### src/eio_pkg.sv
// Purpose: constants for the expansion i/o parameter register bank
// Assumes: 32-bit axi4-lite, one word per register, byte addr = 4 * index
// Notes:   analog offsets are relative to the analog base index
package eio_pkg;
  // module personalities selectable at build time
  typedef enum logic [1:0] {
    EIO_TWO_IN     = 2'b00,
    EIO_ONE_OUT    = 2'b01,
    EIO_TWO_IN_OUT = 2'b11
  } eio_type_e;

  // register indices
  localparam logic [7:0]  IDX_DISC_MODE  = 8'h00;
  localparam logic [7:0]  IDX_DISC_LEVEL = 8'h01;
  localparam logic [7:0]  IDX_INFO       = 8'h02;
  localparam logic [7:0]  IDX_DISC_STATE = 8'h03;
  localparam logic [7:0]  IDX_ANA_BASE   = 8'h10;
  // analog field offsets inside a channel group
  localparam logic [2:0]  FLD_RANGE      = 3'h0;
  localparam logic [2:0]  FLD_UNIT       = 3'h1;
  localparam logic [2:0]  FLD_MIN        = 3'h2;
  localparam logic [2:0]  FLD_MAX        = 3'h3;
  localparam logic [2:0]  FLD_FB_MODE    = 3'h4;
  localparam logic [2:0]  FLD_FB_VALUE   = 3'h5;
  localparam logic [5:0]  OUT_CH_OFF     = 6'h08;
  localparam logic [5:0]  SPAN_TWO_IN    = 6'h08;
  localparam logic [5:0]  SPAN_ONE_OUT   = 6'h06;
  localparam logic [5:0]  SPAN_TWO_IN_OUT = 6'h0e;
  // reset values
  localparam logic [7:0]  RST_DISC_MODE  = 8'hff;
  localparam logic [7:0]  RST_DISC_LEVEL = 8'h00;
  localparam logic [15:0] RST_RANGE      = 16'h0000;
  localparam logic [15:0] RST_UNIT       = 16'h0001;
  localparam logic [15:0] RST_MIN        = 16'h0000;
  localparam logic [15:0] RST_MAX        = 16'h7fff;
  localparam logic [15:0] RST_FB_VALUE   = 16'h0000;
  localparam logic [15:0] RST_FB_ONE_OUT = 16'h0000;
  localparam logic [15:0] RST_FB_IN_OUT  = 16'h0001;
  // range and unit codes
  localparam logic [15:0] RNG_UNUSED     = 16'h0000;
  localparam logic [15:0] RNG_0_20MA     = 16'h0001;
  localparam logic [15:0] RNG_4_20MA     = 16'h0002;
  localparam logic [15:0] RNG_0_10V      = 16'h0003;
  localparam logic [15:0] RNG_PM10V      = 16'h0004;
  localparam logic [15:0] RNG_TC_LAST    = 16'h0007;
  localparam logic [15:0] RNG_RTD_LAST   = 16'h000b;
  localparam logic [15:0] RNG_TEMP       = 16'h000c;
  localparam logic [15:0] UNIT_CUSTOM    = 16'h0001;
  // decoded range kinds
  localparam logic [2:0]  KIND_UNUSED    = 3'h0;
  localparam logic [2:0]  KIND_CURRENT   = 3'h1;
  localparam logic [2:0]  KIND_VOLTAGE   = 3'h2;
  localparam logic [2:0]  KIND_THERMO    = 3'h3;
  localparam logic [2:0]  KIND_RTD       = 3'h4;
  localparam logic [2:0]  KIND_TEMP      = 3'h5;
  localparam logic [2:0]  KIND_INVALID   = 3'h7;
  localparam logic [4:0]  RES_BITS       = 5'h0c;
  localparam logic [1:0]  RESP_OKAY      = 2'b00;
  localparam logic [1:0]  RESP_SLVERR    = 2'b10;
endpackage : eio_pkg

### src/eio_param_regs.sv
// What this block does
// - each discrete fallback mode bit chooses, per output, level or hold.
// - each discrete fallback level bit gives the level driven in fallback.
// - the upper byte of both discrete registers affects no output.
// - every discrete fallback mode bit comes out of reset as one.
// - each analog range code is decoded into its signal kind.
// - unit selects the scale; custom min and max apply only for unit one.
// - inputs sit at offsets 0-7, accept range 0, 2, 3, with set defaults.
// - single output: mode at 4 with 0 apply and 1 hold, value at 5.
// - mixed module: output at 8-13, mode 1 apply and 0 hold, default 1.
// - resolution is fixed per type; unmixable types share one range.
//
// Purpose: parameter registers and fallback steering for expansion i/o
// Assumes: fallback_req comes from outside this clock domain
// Notes:   one write and one read handled at a time on axi4-lite
`timescale 1ns/10ps
module eio_param_regs #(
  parameter eio_pkg::eio_type_e MODULE_TYPE = eio_pkg::EIO_TWO_IN_OUT,
  parameter bit                 MIX_ALLOWED = 1'b1
) (
  // clock and reset
  input  wire logic        clk,
  input  wire logic        sys_rst,
  // axi4-lite write address and data
  input  wire logic [31:0] s_axi_awaddr,
  input  wire logic        s_axi_awvalid,
  output logic             s_axi_awready,
  input  wire logic [31:0] s_axi_wdata,
  input  wire logic [3:0]  s_axi_wstrb,
  input  wire logic        s_axi_wvalid,
  output logic             s_axi_wready,
  // axi4-lite write response
  output logic [1:0]       s_axi_bresp,
  output logic             s_axi_bvalid,
  input  wire logic        s_axi_bready,
  // axi4-lite read
  input  wire logic [31:0] s_axi_araddr,
  input  wire logic        s_axi_arvalid,
  output logic             s_axi_arready,
  output logic [31:0]      s_axi_rdata,
  output logic [1:0]       s_axi_rresp,
  output logic             s_axi_rvalid,
  input  wire logic        s_axi_rready,
  // fallback request and output commands
  input  wire logic        fallback_req,
  input  wire logic [7:0]  disc_cmd,
  input  wire logic [15:0] ana_cmd,
  // driven outputs
  output logic [7:0]       disc_out,
  output logic [15:0]      ana_out,
  // per channel decode, channel c in bits [3c+2:3c] and [16c+15:16c]
  output logic [8:0]       range_kind,
  output logic [47:0]      scale_min,
  output logic [47:0]      scale_max
);

  localparam int NCH = 3;
  localparam bit ONE_OUT = (MODULE_TYPE == eio_pkg::EIO_ONE_OUT);
  localparam bit HAS_OUT = (MODULE_TYPE != eio_pkg::EIO_TWO_IN);
  localparam logic [5:0] SPAN =
    ONE_OUT ? eio_pkg::SPAN_ONE_OUT :
    HAS_OUT ? eio_pkg::SPAN_TWO_IN_OUT : eio_pkg::SPAN_TWO_IN;
  localparam logic [15:0] RST_FB_MODE =
    ONE_OUT ? eio_pkg::RST_FB_ONE_OUT : eio_pkg::RST_FB_IN_OUT;

  // storage
  logic [7:0]  disc_mode;
  logic [7:0]  disc_level;
  logic [15:0] rng   [NCH];
  logic [15:0] unit  [NCH];
  logic [15:0] smin  [NCH];
  logic [15:0] smax  [NCH];
  logic [15:0] fb_mode;
  logic [15:0] fb_value;
  logic        fb_meta;
  logic        fb_sync;

  // bus state
  logic        aw_got;
  logic        w_got;
  logic [7:0]  aw_idx;
  logic [15:0] w_data;
  logic [1:0]  w_strb;

  // analog address decode, shared by read and write paths
  function automatic logic [5:0] ana_off(input logic [7:0] idx);
    ana_off = 6'(idx - eio_pkg::IDX_ANA_BASE);
  endfunction : ana_off

  function automatic logic ana_hit(input logic [7:0] idx);
    ana_hit = (idx >= eio_pkg::IDX_ANA_BASE) &&
              (ana_off(idx) < SPAN) &&
              (idx < eio_pkg::IDX_ANA_BASE + 8'h40);
  endfunction : ana_hit

  // channel 2 is always the output channel when present
  function automatic logic [1:0] ana_ch(input logic [5:0] off);
    if (ONE_OUT || off >= eio_pkg::OUT_CH_OFF) begin
      ana_ch = 2'd2;
    end else begin
      ana_ch = {1'b0, off[2]};
    end
  endfunction : ana_ch

  function automatic logic [2:0] ana_fld(input logic [5:0] off);
    if (ONE_OUT) begin
      ana_fld = off[2:0];
    end else if (off >= eio_pkg::OUT_CH_OFF) begin
      ana_fld = 3'(off - eio_pkg::OUT_CH_OFF);
    end else begin
      ana_fld = {1'b0, off[1:0]};
    end
  endfunction : ana_fld

  function automatic logic [15:0] reg_val(input logic [7:0] idx);
    logic [5:0] off;
    logic [1:0] ch;
    off = ana_off(idx);
    ch  = ana_ch(off);
    reg_val = 16'h0000;
    if (idx == eio_pkg::IDX_DISC_MODE) begin
      reg_val = {8'h00, disc_mode};
    end else if (idx == eio_pkg::IDX_DISC_LEVEL) begin
      reg_val = {8'h00, disc_level};
    end else if (idx == eio_pkg::IDX_INFO) begin
      reg_val = {8'h00, 1'b0, MIX_ALLOWED, MODULE_TYPE,
                 eio_pkg::RES_BITS[3:0]};
    end else if (idx == eio_pkg::IDX_DISC_STATE) begin
      reg_val = {7'h00, fb_sync, disc_out};
    end else if (ana_hit(idx)) begin
      case (ana_fld(off))
        eio_pkg::FLD_RANGE:    reg_val = rng[ch];
        eio_pkg::FLD_UNIT:     reg_val = unit[ch];
        eio_pkg::FLD_MIN:      reg_val = smin[ch];
        eio_pkg::FLD_MAX:      reg_val = smax[ch];
        eio_pkg::FLD_FB_MODE:  reg_val = fb_mode;
        eio_pkg::FLD_FB_VALUE: reg_val = fb_value;
        default:               reg_val = 16'h0000;
      endcase
    end
  endfunction : reg_val

  function automatic logic [2:0] kind_of(input logic [15:0] code);
    if (code == eio_pkg::RNG_UNUSED) begin
      kind_of = eio_pkg::KIND_UNUSED;
    end else if (code <= eio_pkg::RNG_4_20MA) begin
      kind_of = eio_pkg::KIND_CURRENT;
    end else if (code <= eio_pkg::RNG_PM10V) begin
      kind_of = eio_pkg::KIND_VOLTAGE;
    end else if (code <= eio_pkg::RNG_TC_LAST) begin
      kind_of = eio_pkg::KIND_THERMO;
    end else if (code <= eio_pkg::RNG_RTD_LAST) begin
      kind_of = eio_pkg::KIND_RTD;
    end else if (code == eio_pkg::RNG_TEMP) begin
      kind_of = eio_pkg::KIND_TEMP;
    end else begin
      kind_of = eio_pkg::KIND_INVALID;
    end
  endfunction : kind_of

  // write path decode
  wire logic        wr_go   = aw_got && w_got && !s_axi_bvalid;
  wire logic [5:0]  wr_off  = ana_off(aw_idx);
  wire logic [1:0]  wr_ch   = ana_ch(wr_off);
  wire logic [2:0]  wr_fld  = ana_fld(wr_off);
  wire logic        wr_ana  = ana_hit(aw_idx);
  wire logic [15:0] wr_old  = reg_val(aw_idx);
  wire logic [15:0] wr_val  = {w_strb[1] ? w_data[15:8] : wr_old[15:8],
                               w_strb[0] ? w_data[7:0]  : wr_old[7:0]};
  wire logic        wr_disc = (aw_idx == eio_pkg::IDX_DISC_MODE) ||
                              (aw_idx == eio_pkg::IDX_DISC_LEVEL);
  wire logic        wr_ro   = (aw_idx == eio_pkg::IDX_INFO) ||
                              (aw_idx == eio_pkg::IDX_DISC_STATE);
  wire logic        wr_rng  = wr_ana && (wr_fld == eio_pkg::FLD_RANGE);
  // input and output channels of these types take only 0, 2 and 3
  wire logic rng_legal = (wr_val == eio_pkg::RNG_UNUSED) ||
                         (wr_val == eio_pkg::RNG_4_20MA) ||
                         (wr_val == eio_pkg::RNG_0_10V);
  // unmixable types: a used range must equal every other used range
  logic mix_ok;
  always_comb begin
    mix_ok = 1'b1;
    for (int c = 0; c < NCH; c++) begin
      if (!MIX_ALLOWED && c != int'(wr_ch) &&
          wr_val != eio_pkg::RNG_UNUSED &&
          rng[c] != eio_pkg::RNG_UNUSED && rng[c] != wr_val) begin
        mix_ok = 1'b0;
      end
    end
  end
  wire logic wr_ok = wr_disc ||
                     (wr_ana && (!wr_rng || (rng_legal && mix_ok)));
  wire logic [1:0] wr_resp = wr_ok ? eio_pkg::RESP_OKAY :
                                     eio_pkg::RESP_SLVERR;

  // read path decode
  wire logic [7:0]  rd_idx = s_axi_araddr[9:2];
  wire logic        rd_ok  = (s_axi_araddr[31:10] == 22'h000000) &&
                             (rd_idx <= eio_pkg::IDX_DISC_STATE ||
                              ana_hit(rd_idx));
  wire logic [31:0] rd_val = {16'h0000, reg_val(rd_idx)};
  wire logic        aw_ok  = (s_axi_awaddr[31:10] == 22'h000000);

  // fallback steering
  wire logic fb_apply = ONE_OUT ? !fb_mode[0] : fb_mode[0];
  wire logic [7:0] disc_fb = (disc_mode & disc_level) |
                             (~disc_mode & disc_out);

  // axi write channel handling; address and data taken in either order
  always_ff @(posedge clk) begin
    if (sys_rst) begin
      s_axi_awready <= 1'b1;
      s_axi_wready  <= 1'b1;
      s_axi_bvalid  <= 1'b0;
      s_axi_bresp   <= eio_pkg::RESP_OKAY;
      aw_got        <= 1'b0;
      w_got         <= 1'b0;
      aw_idx        <= 8'h00;
      w_data        <= 16'h0000;
      w_strb        <= 2'b00;
    end else begin
      if (s_axi_awvalid && s_axi_awready) begin
        s_axi_awready <= 1'b0;
        aw_got        <= 1'b1;
        // out-of-window addresses park on an index nothing decodes
        aw_idx        <= aw_ok ? s_axi_awaddr[9:2] : 8'hff;
      end
      if (s_axi_wvalid && s_axi_wready) begin
        s_axi_wready <= 1'b0;
        w_got        <= 1'b1;
        w_data       <= s_axi_wdata[15:0];
        w_strb       <= s_axi_wstrb[1:0];
      end
      if (wr_go) begin
        s_axi_bvalid <= 1'b1;
        s_axi_bresp  <= wr_resp;
        aw_got       <= 1'b0;
        w_got        <= 1'b0;
      end
      if (s_axi_bvalid && s_axi_bready) begin
        s_axi_bvalid  <= 1'b0;
        s_axi_awready <= 1'b1;
        s_axi_wready  <= 1'b1;
      end
    end
  end

  // register storage; refused writes leave contents untouched
  always_ff @(posedge clk) begin
    if (sys_rst) begin
      disc_mode  <= eio_pkg::RST_DISC_MODE;
      disc_level <= eio_pkg::RST_DISC_LEVEL;
      fb_mode    <= RST_FB_MODE;
      fb_value   <= eio_pkg::RST_FB_VALUE;
      for (int c = 0; c < NCH; c++) begin
        rng[c]  <= eio_pkg::RST_RANGE;
        unit[c] <= eio_pkg::RST_UNIT;
        smin[c] <= eio_pkg::RST_MIN;
        smax[c] <= eio_pkg::RST_MAX;
      end
    end else if (wr_go && wr_ok && !wr_ro) begin
      if (aw_idx == eio_pkg::IDX_DISC_MODE) begin
        disc_mode <= wr_val[7:0];
      end else if (aw_idx == eio_pkg::IDX_DISC_LEVEL) begin
        disc_level <= wr_val[7:0];
      end else begin
        case (wr_fld)
          eio_pkg::FLD_RANGE:    rng[wr_ch]  <= wr_val;
          eio_pkg::FLD_UNIT:     unit[wr_ch] <= wr_val;
          eio_pkg::FLD_MIN:      smin[wr_ch] <= wr_val;
          eio_pkg::FLD_MAX:      smax[wr_ch] <= wr_val;
          eio_pkg::FLD_FB_MODE:  fb_mode     <= wr_val;
          eio_pkg::FLD_FB_VALUE: fb_value    <= wr_val;
          default:               fb_value    <= fb_value;
        endcase
      end
    end
  end

  // axi read channel, data one cycle after the address is taken
  always_ff @(posedge clk) begin
    if (sys_rst) begin
      s_axi_arready <= 1'b1;
      s_axi_rvalid  <= 1'b0;
      s_axi_rdata   <= 32'h00000000;
      s_axi_rresp   <= eio_pkg::RESP_OKAY;
    end else if (s_axi_arvalid && s_axi_arready) begin
      s_axi_arready <= 1'b0;
      s_axi_rvalid  <= 1'b1;
      s_axi_rdata   <= rd_ok ? rd_val : 32'h00000000;
      s_axi_rresp   <= rd_ok ? eio_pkg::RESP_OKAY : eio_pkg::RESP_SLVERR;
    end else if (s_axi_rvalid && s_axi_rready) begin
      s_axi_rvalid  <= 1'b0;
      s_axi_arready <= 1'b1;
    end
  end

  // fallback request is asynchronous to clk
  always_ff @(posedge clk) begin
    if (sys_rst) begin
      fb_meta <= 1'b0;
      fb_sync <= 1'b0;
    end else begin
      fb_meta <= fallback_req;
      fb_sync <= fb_meta;
    end
  end

  // outputs follow commands until fallback, then level or hold per mode
  always_ff @(posedge clk) begin
    if (sys_rst) begin
      disc_out <= 8'h00;
      ana_out  <= 16'h0000;
    end else if (fb_sync) begin
      disc_out <= disc_fb;
      if (HAS_OUT && fb_apply) begin
        ana_out <= fb_value;
      end
    end else begin
      disc_out <= disc_cmd;
      ana_out  <= HAS_OUT ? ana_cmd : 16'h0000;
    end
  end

  // per channel decode; custom scale only when unit is customized
  always_ff @(posedge clk) begin
    if (sys_rst) begin
      range_kind <= 9'h000;
      scale_min  <= 48'h000000000000;
      scale_max  <= {3{eio_pkg::RST_MAX}};
    end else begin
      for (int c = 0; c < NCH; c++) begin
        range_kind[3*c +: 3] <= kind_of(rng[c]);
        scale_min[16*c +: 16] <= (unit[c] == eio_pkg::UNIT_CUSTOM) ?
                                 smin[c] : eio_pkg::RST_MIN;
        scale_max[16*c +: 16] <= (unit[c] == eio_pkg::UNIT_CUSTOM) ?
                                 smax[c] : eio_pkg::RST_MAX;
      end
    end
  end

endmodule : eio_param_regs

### config.mk
export PLATFORM = sky130hd
export DESIGN_NAME = eio_param_regs
export DESIGN_NICKNAME = d
export VERILOG_FILES = /design/src/eio_pkg.sv /design/src/eio_param_regs.sv
export SDC_FILE = /design/constraint.sdc
export NUM_CORES = 1
export LEC_CHECK = 0
export ABC_CLOCK_PERIOD_IN_PS = 10800
export BUFFER_PORTS_ARGS = -buffer_cell sky130_fd_sc_hd__buf_2
export CAP_MARGIN = 20
export CELL_PAD_IN_SITES_DETAIL_PLACEMENT = 0
export CELL_PAD_IN_SITES_GLOBAL_PLACEMENT = 2
export CORE_MARGIN = 2
export CORE_UTILIZATION = 39
export DETAILED_ROUTE_END_ITERATION = 10
export PLACE_DENSITY_LB_ADDON = 0.1
export SYNTH_ARGS = -nofsm -noshare
export SYNTH_HDL_FRONTEND = slang
export SYNTH_SLANG_ARGS = --single-unit
### constraint.sdc
create_clock -name clk -period 10.8 [get_ports clk]
set_clock_uncertainty 0.05 [all_clocks]
set_input_delay 1.08 -clock clk [delete_from_list [all_inputs] [get_ports clk]]
set_output_delay 1.08 -clock clk [all_outputs]
set_load 0.03 [all_outputs]
# Word-level counts from Yosys, hierarchy flattened
# Memories as Yosys holds them, arrays and structs flattened. A register that Yosys moved wholly into a read port is not among the register bits.
# Cells that the tools add are included.
[word_totals]
ff_bits = 152
latchBits = 0
ram_bits = 192
mem_bits_ro = 0
inputBits = 132
out_inout_bits = 170
wordCells = 250
n_memories = 4
[mem_list]
columns = ["name", "depth", "word_bits", "rd", "rd_ports_with_merged_regs", "wr", "line_no", "rtl"]
rows = [
  ["rng", 3, 16, 5, 0, 3, "eio_param_regs.sv:69", "logic [15:0] rng [NCH];"],
  ["smax", 3, 16, 5, 3, 3, "eio_param_regs.sv:72", "logic [15:0] smax [NCH];"],
  ["smin", 3, 16, 5, 3, 3, "eio_param_regs.sv:71", "logic [15:0] smin [NCH];"],
  ["unit", 3, 16, 5, 0, 3, "eio_param_regs.sv:70", "logic [15:0] unit [NCH];"],
]
[op_classes]
add_sub_neg = 4
multipliers = 0
n_div = 0
magnitude_cmp = 21
n_eq_ne = 30
shifts = 0
mux = 92
bitwise_logic = 9
n_reduce_logical = 60
[op_table]
columns = ["cell", "count"]
rows = [
  ["two-way mux 16 bit", 17],
  ["one-hot mux 16 bit (6 select lines)", 2],
  ["less-or-equal comparator 16 x 3 -> 1 bit, second input constant", 6],
  ["zero test 16 bit", 4],
  ["OR reduction 16 bit", 4],
  ["== test 16 x 1 -> 1 bit, second input constant", 3],
  ["== test 16 x 4 -> 1 bit, second input constant", 3],
  ["less-or-equal comparator 16 x 2 -> 1 bit, second input constant", 3],
  ["less-or-equal comparator 16 x 4 -> 1 bit, second input constant", 3],
  ["zero test 22 bit", 2],
  ["two-way mux 2 bit", 20],
  ["two-way mux 1 bit", 37],
  ["two-way mux 3 bit", 12],
  ["== test 16 x 2 -> 1 bit, second input constant", 2],
  ["== test 8 x 2 -> 1 bit, second input constant", 4],
  ["two-way mux 8 bit", 4],
  ["== test 3 x 2 -> 1 bit, second input constant", 6],
  ["== test 3 bit, second input constant", 6],
  ["AND 8 bit", 2],
  ["== test 8 x 1 -> 1 bit, second input constant", 2],
  [">= comparator 8 x 5 -> 1 bit, second input constant", 2],
  ["logical AND 1 bit", 16],
  ["zero test 8 bit", 2],
  ["< comparator 8 x 7 -> 1 bit, second input constant", 2],
  ["other kinds (20)", 52],
]

# Longest topological paths before layout
# Gate-level depths: netlist of run 1.
[logic_depth]
ltp_word = 30
ltp_mapped = 18

# Worst setup path after synthesis of run 1
# OpenSTA, ideal clock, no wires.
[synth_path]
path_kind = "register -> register"
from = "register aw_idx[5]"
to = "memory rng[0][0] (enable)"
setup_time_ns = 0.414
arrival_time_ns = 3.988
setup_slack_ns = 6.347
stages_incl_launch_ff = 16
n_path_buf = 5
synth_period_minus_slack_ns = 4.453
cell_sequence = "dfxtp_1 > inv_1 > ha_1 > buf_2 > nor2b_1 > buf_6 > buf_6 > mux4_2 > nand2_1 > o21ai_1 > o221ai_2 > and4_1 > nand4_2 > buf_6 > clkbuf_1 > o31ai_1"
[synth_lines]
columns = ["element", "line_no", "rtl"]
rows = [
  ["start, declared", "eio_param_regs.sv:81", "logic [7:0] aw_idx;"],
  ["start signal, assigned", "eio_param_regs.sv:226", "aw_idx <= aw_ok ? s_axi_awaddr[9:2] : 8'hff;"],
  ["end, declared", "eio_param_regs.sv:69", ""],
]

==> impl_metrics.toml, run 1 <==
[run_status]
status = "finished clean"

[pwr]
share_seq_of_total_power_pct = 46.4
powerDensity_nw_per_um2 = 162.3
pwr-share-clk_pct = 41.5
ir_drop_uv = 109.4
power.internal_mw = 2.762
p_leak_nw = 9.051
swShare_pct = 27.55
p_total_mw = 3.812
switchingPower_mw = 1.050
combPwrFrac_pct = 12.1

[critical_path]
cp-end-kind = "flop"
crit_top_cell = "buf_4"
cp_cell_sequence = "nand2b_2 > buf_4 > buf_4 > mux2i_1 > o21ai_1 > a221oi_1 > a32o_1 > and4_1 > nand4_2 > a2111oi_4 > buf_4 > or2_1"
rr_startpoint = "aw_idx[3]"
path_max_fanout = 29
path_class = "flop to flop"
cp_slowest_stage_delay_ns = 0.89
crit_path_start = "aw_idx[3]"
critPathLaunchType = "flop"
required_ns = 10.98
slowest_stage = "dfxtp_1"
worst_ep_arrival_time_ns = 7.25

[sta]
setup_tns_ns = 0
fmax_ghz = 0.1413
timing.final.crit_share_pct = 65.51
worstMarginPinSlew_ns = 1.117
hold_violations = 0
finalSetupViolations = 0
rsz0062_at_grt = "false"
min_period_ns = 7.075
slew_violations = 0
holdWs_ns = 0.3870
max_slew_margin_pct = 25.37

[min_path]
holdCritStartpoint = "fb_meta"
worstHoldPathType = "flop to flop"

[clock_network]
cts_setup_buffers = 0
cts_tree = "built"
clk_latency_ns = 0.61
cts.sinks = 422
cts_made_buffers = 47
cts.path.max_buffers = 3
htreeDepth = 2
path_clk_slew_ns = 0.06
postCtsResizedCells = 0
postCtsHoldBufs = 0
cts-root-buf = "clkbuf_16"

[floorplanning]
row_count = 83
core_um2 = 51090
initial_core_util_pct = 39.24
io_pins = 302
die_area_um2 = 53240
die_x_um = 230.7
die_h_um = 230.7

[final_layout]
area_growth_pct = 17.16
drive_gt1_share_pct = 21.69
final_cells = 2939
postLayoutCoreUtil_pct = 45.98
final_nets = 2359
num_antenna_cells = 0

[yosys]
synth_top_area_cell = "edfxtp_1"
async_flop_share_pct = 0
synth_edf_count = 192
netlist.area_leader.share_pct = 28.76
synth_commonest_cells = "dfxtp_1 (230), nor2_1 (230), edfxtp_1 (192), nand2_1 (191), a21oi_1 (109)"
netlist_top_cells_area = "edfxtp_1 (29%), dfxtp_1 (23%), mux2i_1 (5.3%), nor2_1 (4.3%), nand2_1 (3.6%)"
ys_types = 95
synthesis.area_um2 = 20050
synthFlopType = "dfxtp_1"
ys_ff_latch = 422
yosysWarnings = 0
seq_area_frac_synth_pct = 51.72
synth.avg_cell_area_um2 = 10.16
synthCells = 1973

[placement]
routabilityCongestion = 1.006
hpwl_mm = 61.98
port_buffers = 261
dp.cells = 2852

[drt]
vias = 17130
dr_wl_met3_mm = 7.439
met1_length_mm = 35.49
dr_wl_met2_mm = 37.32
wl_per_cell_um = 28.48
maxUsedRoutingLayer = "met5"
finalWirelength_mm = 83.72
ant_nets = 0
drt-pass1-iter-count = 7
drc = 0
viasPerCell = 5.828
drtIter0Drc = 1929

[global_routing]
gr-usage-all-layers_pct = 30.96
grt_pass1_wl_mm = 118.4
grt_max_degree = 83
grt_pass1_vias = 16260
grt_overflow_total = 0
antenna_found_initial = 3

[job]
cap_violations = 0
==> through the flow <==
step	setup WS, ns	cell area, µm²
finish	3.725	23490
global placement	3.995	21980
floorplan	6.347	20270
global route	3.504	23490
detailed placement	3.840	21980
CTS	3.856	23490
==> power by group through the flow <==
stage	registers (mW)	clock network (mW)	logic, mW
2_1_floorplan	1.78	0	0.271
3_3_place_gp	1.80	0	0.452
3_5_place_dp	1.80	0	0.453
4_1_cts	1.76	1.61	0.454
5_1_grt	1.77	1.67	0.484
6_report	1.77	1.58	0.462
==> logic make-up (layout without fill, tap and decap cells) <==
kind of cell               count (synthesis)  after routing  synth area share (%)
DFF                                      422            422                 51.72
and+or+nand+nor                          743            743                 18.05
AOI/OAI and AO/OA                        443            443                 15.59
muxes                                    155            155                 9.086
other                                      1             60               0.01870
buffers and inverters                    203            430                 5.154
adders and majority gates                  6              6                0.3744
==> state kept, by name (all words and copies together) (netlist names), 9 cells and up, named ones only <==
| register | cells |
|---|---|
| unit | 48 |
| scale_max | 48 |
| smin | 48 |
| fb_value | 16 |
| fb_mode | 16 |
| ana_out | 16 |
| rng | 48 |
| scale_min | 48 |
| s_axi_rdata | 16 |
| range_kind | 9 |
| smax | 48 |
| w_data | 16 |
==> cells in the final DEF (no fill, tap or decap), types with 52 or more instances in the layout <==
master / n
mux2i_1: 107
and2_1: 58
a21oi_1: 107
conb_1: 60
edfxtp_1: 192
nor2_1: 229
buf_2: 259
o21ai_0: 74
dfxtp_1: 226
a211oi_1: 56
nand2_1: 191
buf_4: 52
nand2b_1: 58
==> path summary, 6_finish.rpt <==
kind	to	slack (ns)	cells after the start
max	smax[1][7]	3.73	12
min	fb_sync	0.39	1
max reg2reg	smax[1][7]	3.73	12
min reg2reg	fb_sync	0.39	1
==> critical path, delay by kind of cell, from the launching register on <==
| kind | cells | cell delay, ns |
|---|---|---|
| buffers and inverters | 3 | 1.19 |
| flip-flops | 1 | 0.89 |
| AO/OA/AOI/OAI | 4 | 1.77 |
| multiplexers | 1 | 0.21 |
| AND/OR/NAND/NOR | 4 | 2.52 |
==> area by class of cell <==
| cell class | instances | area, µm² |
|---|---|---|
| multi-input cells | 1407 | 8939 |
| inverters | 32 | 122.6 |
| well taps | 680 | 850.8 |
| repair buffers | 311 | 1687 |
| flip-flops and latches | 422 | 10380 |
| fillers | 4985 | 27600 |
| clock inverters | 19 | 167.7 |
| clock buffers | 68 | 1348 |
==> routing by layer <==
layer	up-vias	GRT usage, %
met4	6	12.00
met3	170	6.374
met2	844	47.92
li1	7650	-
met5	-	0
met1	8458	42.56
Note: power is estimated with default switching activity, not from simulation.
==> run 2: changes to the inputs <==
- ABC_CLOCK_PERIOD_IN_PS: 10800 -> 5800
- CORE_UTILIZATION: 39 -> 33
- clock period: 10.8 -> 5.8 ns (I/O delays scaled with it)
==> run 2 against run 1 <==
Effect of this change:
- combinational power grew 96%
- maximum frequency grew 54%
- non-clock buffer count grew 52
- first-iteration DRC count shrank 9.6%
- sequential cell count is the same
- sequential power grew 86%
- total power grew 90%
- largest power group unchanged
==> impl_metrics.toml, run 2 (synthesis gave the netlist of run 1 again) <==
[run_status]
status = "finished clean"

[min_path]
holdCritStartpoint = "s_axi_wvalid"
worstHoldPathType = "input port to flop"
hold_end = "s_axi_wready"
holdPathStages = 2

[final_layout]
drive_gt1_share_pct = 23.75
num-fill-cells = 5994
area_growth_pct = 20.47
final_nets = 2412
layout_commonest_cell = "buf_2"
layout_common_cells = "buf_2 (259), nor2_1 (229), dfxtp_1 (226)"

[critical_path]
path_max_fanout = 47
path_class = "flop to flop"
rr_startpoint = "aw_idx[3]"
worst_ep_arrival_time_ns = 4.90
cp_slowest_stage_delay_ns = 0.66
r2r_slack_ns = 1.19
cp-end-kind = "flop"
reg2reg_to = "smax[1][4]"
critPathLaunchType = "flop"
slowest_stage = "dfxtp_1"
rr_worst_depth = 12
required_ns = 6.09
cp_cell_sequence = "nand2b_2 > buf_12 > buf_4 > mux2_1 > nand2_1 > a311oi_1 > o31ai_1 > and4_1 > nand4_2 > a2111oi_4 > buf_4 > nand2_1"

[clock_network]
htreeDepth = 2
cts_made_buffers = 48
cts_tree = "built"
postCtsResizedCells = 0
clk_latency_ns = 0.61
path_clk_slew_ns = 0.06
cts-root-buf = "clkbuf_16"
cts.sinks = 422
cts_setup_buffers = 0
postCtsHoldBufs = 0
cts.path.max_buffers = 3

[sta]
layout_setup_ws_ns = 1.193
worstMarginPinSlew_ns = 1.054
finalSetupViolations = 0
timing.final.crit_share_pct = 79.43
holdWs_ns = 0.1265
min_period_ns = 4.607
max_slew_margin_pct = 29.02
rsz0062_at_grt = "false"
slew_violations = 0
fmax_ghz = 0.2171
setup_tns_ns = 0
hold_violations = 0

[floorplanning]
initial_core_util_pct = 33.28
die_x_um = 250.5
io_pins = 302
die_area_um2 = 62750
die_h_um = 250.5
row_count = 90
core_um2 = 60250

[global_routing]
globalRouteMet3Util_pct = 4.541
gr-usage-all-layers_pct = 27.53
grt_overflow_total = 0
grt_pass1_vias = 16790
grt_pass1_wl_mm = 124.1
antenna_found_initial = 2
grt_max_degree = 65
grt_use_met1_pct = 37.92
grt_busiest_layer = "met2"
met2_usage_pct = 43.43

[pwr]
ir_drop_uv = 214.1
combPwrFrac_pct = 12.5
power.internal_mw = 5.191
switchingPower_mw = 2.050
p_leak_nw = 9.347
share_seq_of_total_power_pct = 45.5
powerDensity_nw_per_um2 = 299.8
swShare_pct = 28.31
pwr-share-clk_pct = 42.0

[placement]
routabilityCongestion = 0.9843
detailedPlace.worstSlack_ns = 1.381
port_buffers = 261
hpwl_mm = 66.52

[drt]
finalWirelength_mm = 88.29
drtIter0Drc = 1744
viasPerCell = 5.606
drc = 0
drt-pass1-iter-count = 7
vias = 17360
wl_per_cell_um = 28.52
ant_nets = 0

[job]
cap_violations = 0
run 2: changes by cell type in the layout (fill, tap and decap cells not counted), moves of 2 or more:
cell,before,now
buf_12,0,7
buf_4,52,97
bufinv_16,2,0
clkbuf_1,14,8
clkbuf_16,49,51
clkbuf_8,5,9
clkinvlp_4,0,2
diode_2,0,2
inv_4,1,3
run 2: worst max-delay path: cells and delay by family, from the launching register on:
family | cells | cell delay (ns)
buffers and inverters | 3 | 0.92
AND/OR/NAND/NOR | 5 | 1.01
multiplexers | 1 | 0.35
AO/OA/AOI/OAI | 3 | 1.28
flip-flops | 1 | 0.66
run 2: per-layer routing:
layer | vias to the layer above | wire [µm]
met5 | - | 0
met4 | 0 | 3667
met3 | 152 | 6212
met2 | 748 | 39700
met1 | 8690 | 38710
li1 | 7767 | -
run 2: how the worst max path moves through the flow:
stage / slack [ns] / cells after the start / startpoint / end
2_1_floorplan: 1.35 / 15 / aw_idx[5] / rng[0][0]
3_3_place_gp: 1.42 / 14 / aw_idx[5] / smax[2][13]
3_5_place_dp: 1.38 / 12 / aw_idx[3] / smax[1][4]
4_1_cts: 1.34 / 12 / aw_idx[3] / smax[1][4]
5_1_grt: 1.11 / 12 / aw_idx[3] / smax[1][1]
6_report: 1.19 / 12 / aw_idx[3] / smax[1][4]
run 2: metrics by stage:
stage          std cells  power, mW  utilization (%)  instance area, µm²
2_1_floorplan       2032      3.826                -               20270
3_3_place_gp        3006      4.243            37.47               22580
3_5_place_dp        3006      4.245            37.47               22580
4_1_cts             3094      7.301            40.09               24150
5_1_grt             3094      7.465            40.09               24150
6_report            3096      7.241            40.09               24150
run 2: power groups by stage:
stage	sequential (mW)	clock, mW	combinational (mW)
after floorplan	3.32	0	0.504
after global placement	3.35	0	0.890
after detailed placement	3.35	0	0.891
after CTS	3.29	3.12	0.893
after global routing	3.30	3.22	0.946
final	3.29	3.04	0.907
run 2: final cells by class:
class | instances | area [µm²] | share of cell area (%)
clock buffer | 68 | 1430 | 5.921
tap | 782 | 978.4 | 4.051
timing repair buffer | 363 | 2165 | 8.961
sequential | 422 | 10380 | 42.96
clock inverter | 20 | 142.6 | 0.5905
antenna | 2 | 5.005 | 0.02072
multi-input combinational | 1407 | 8934 | 36.99
inverter | 32 | 122.6 | 0.5076
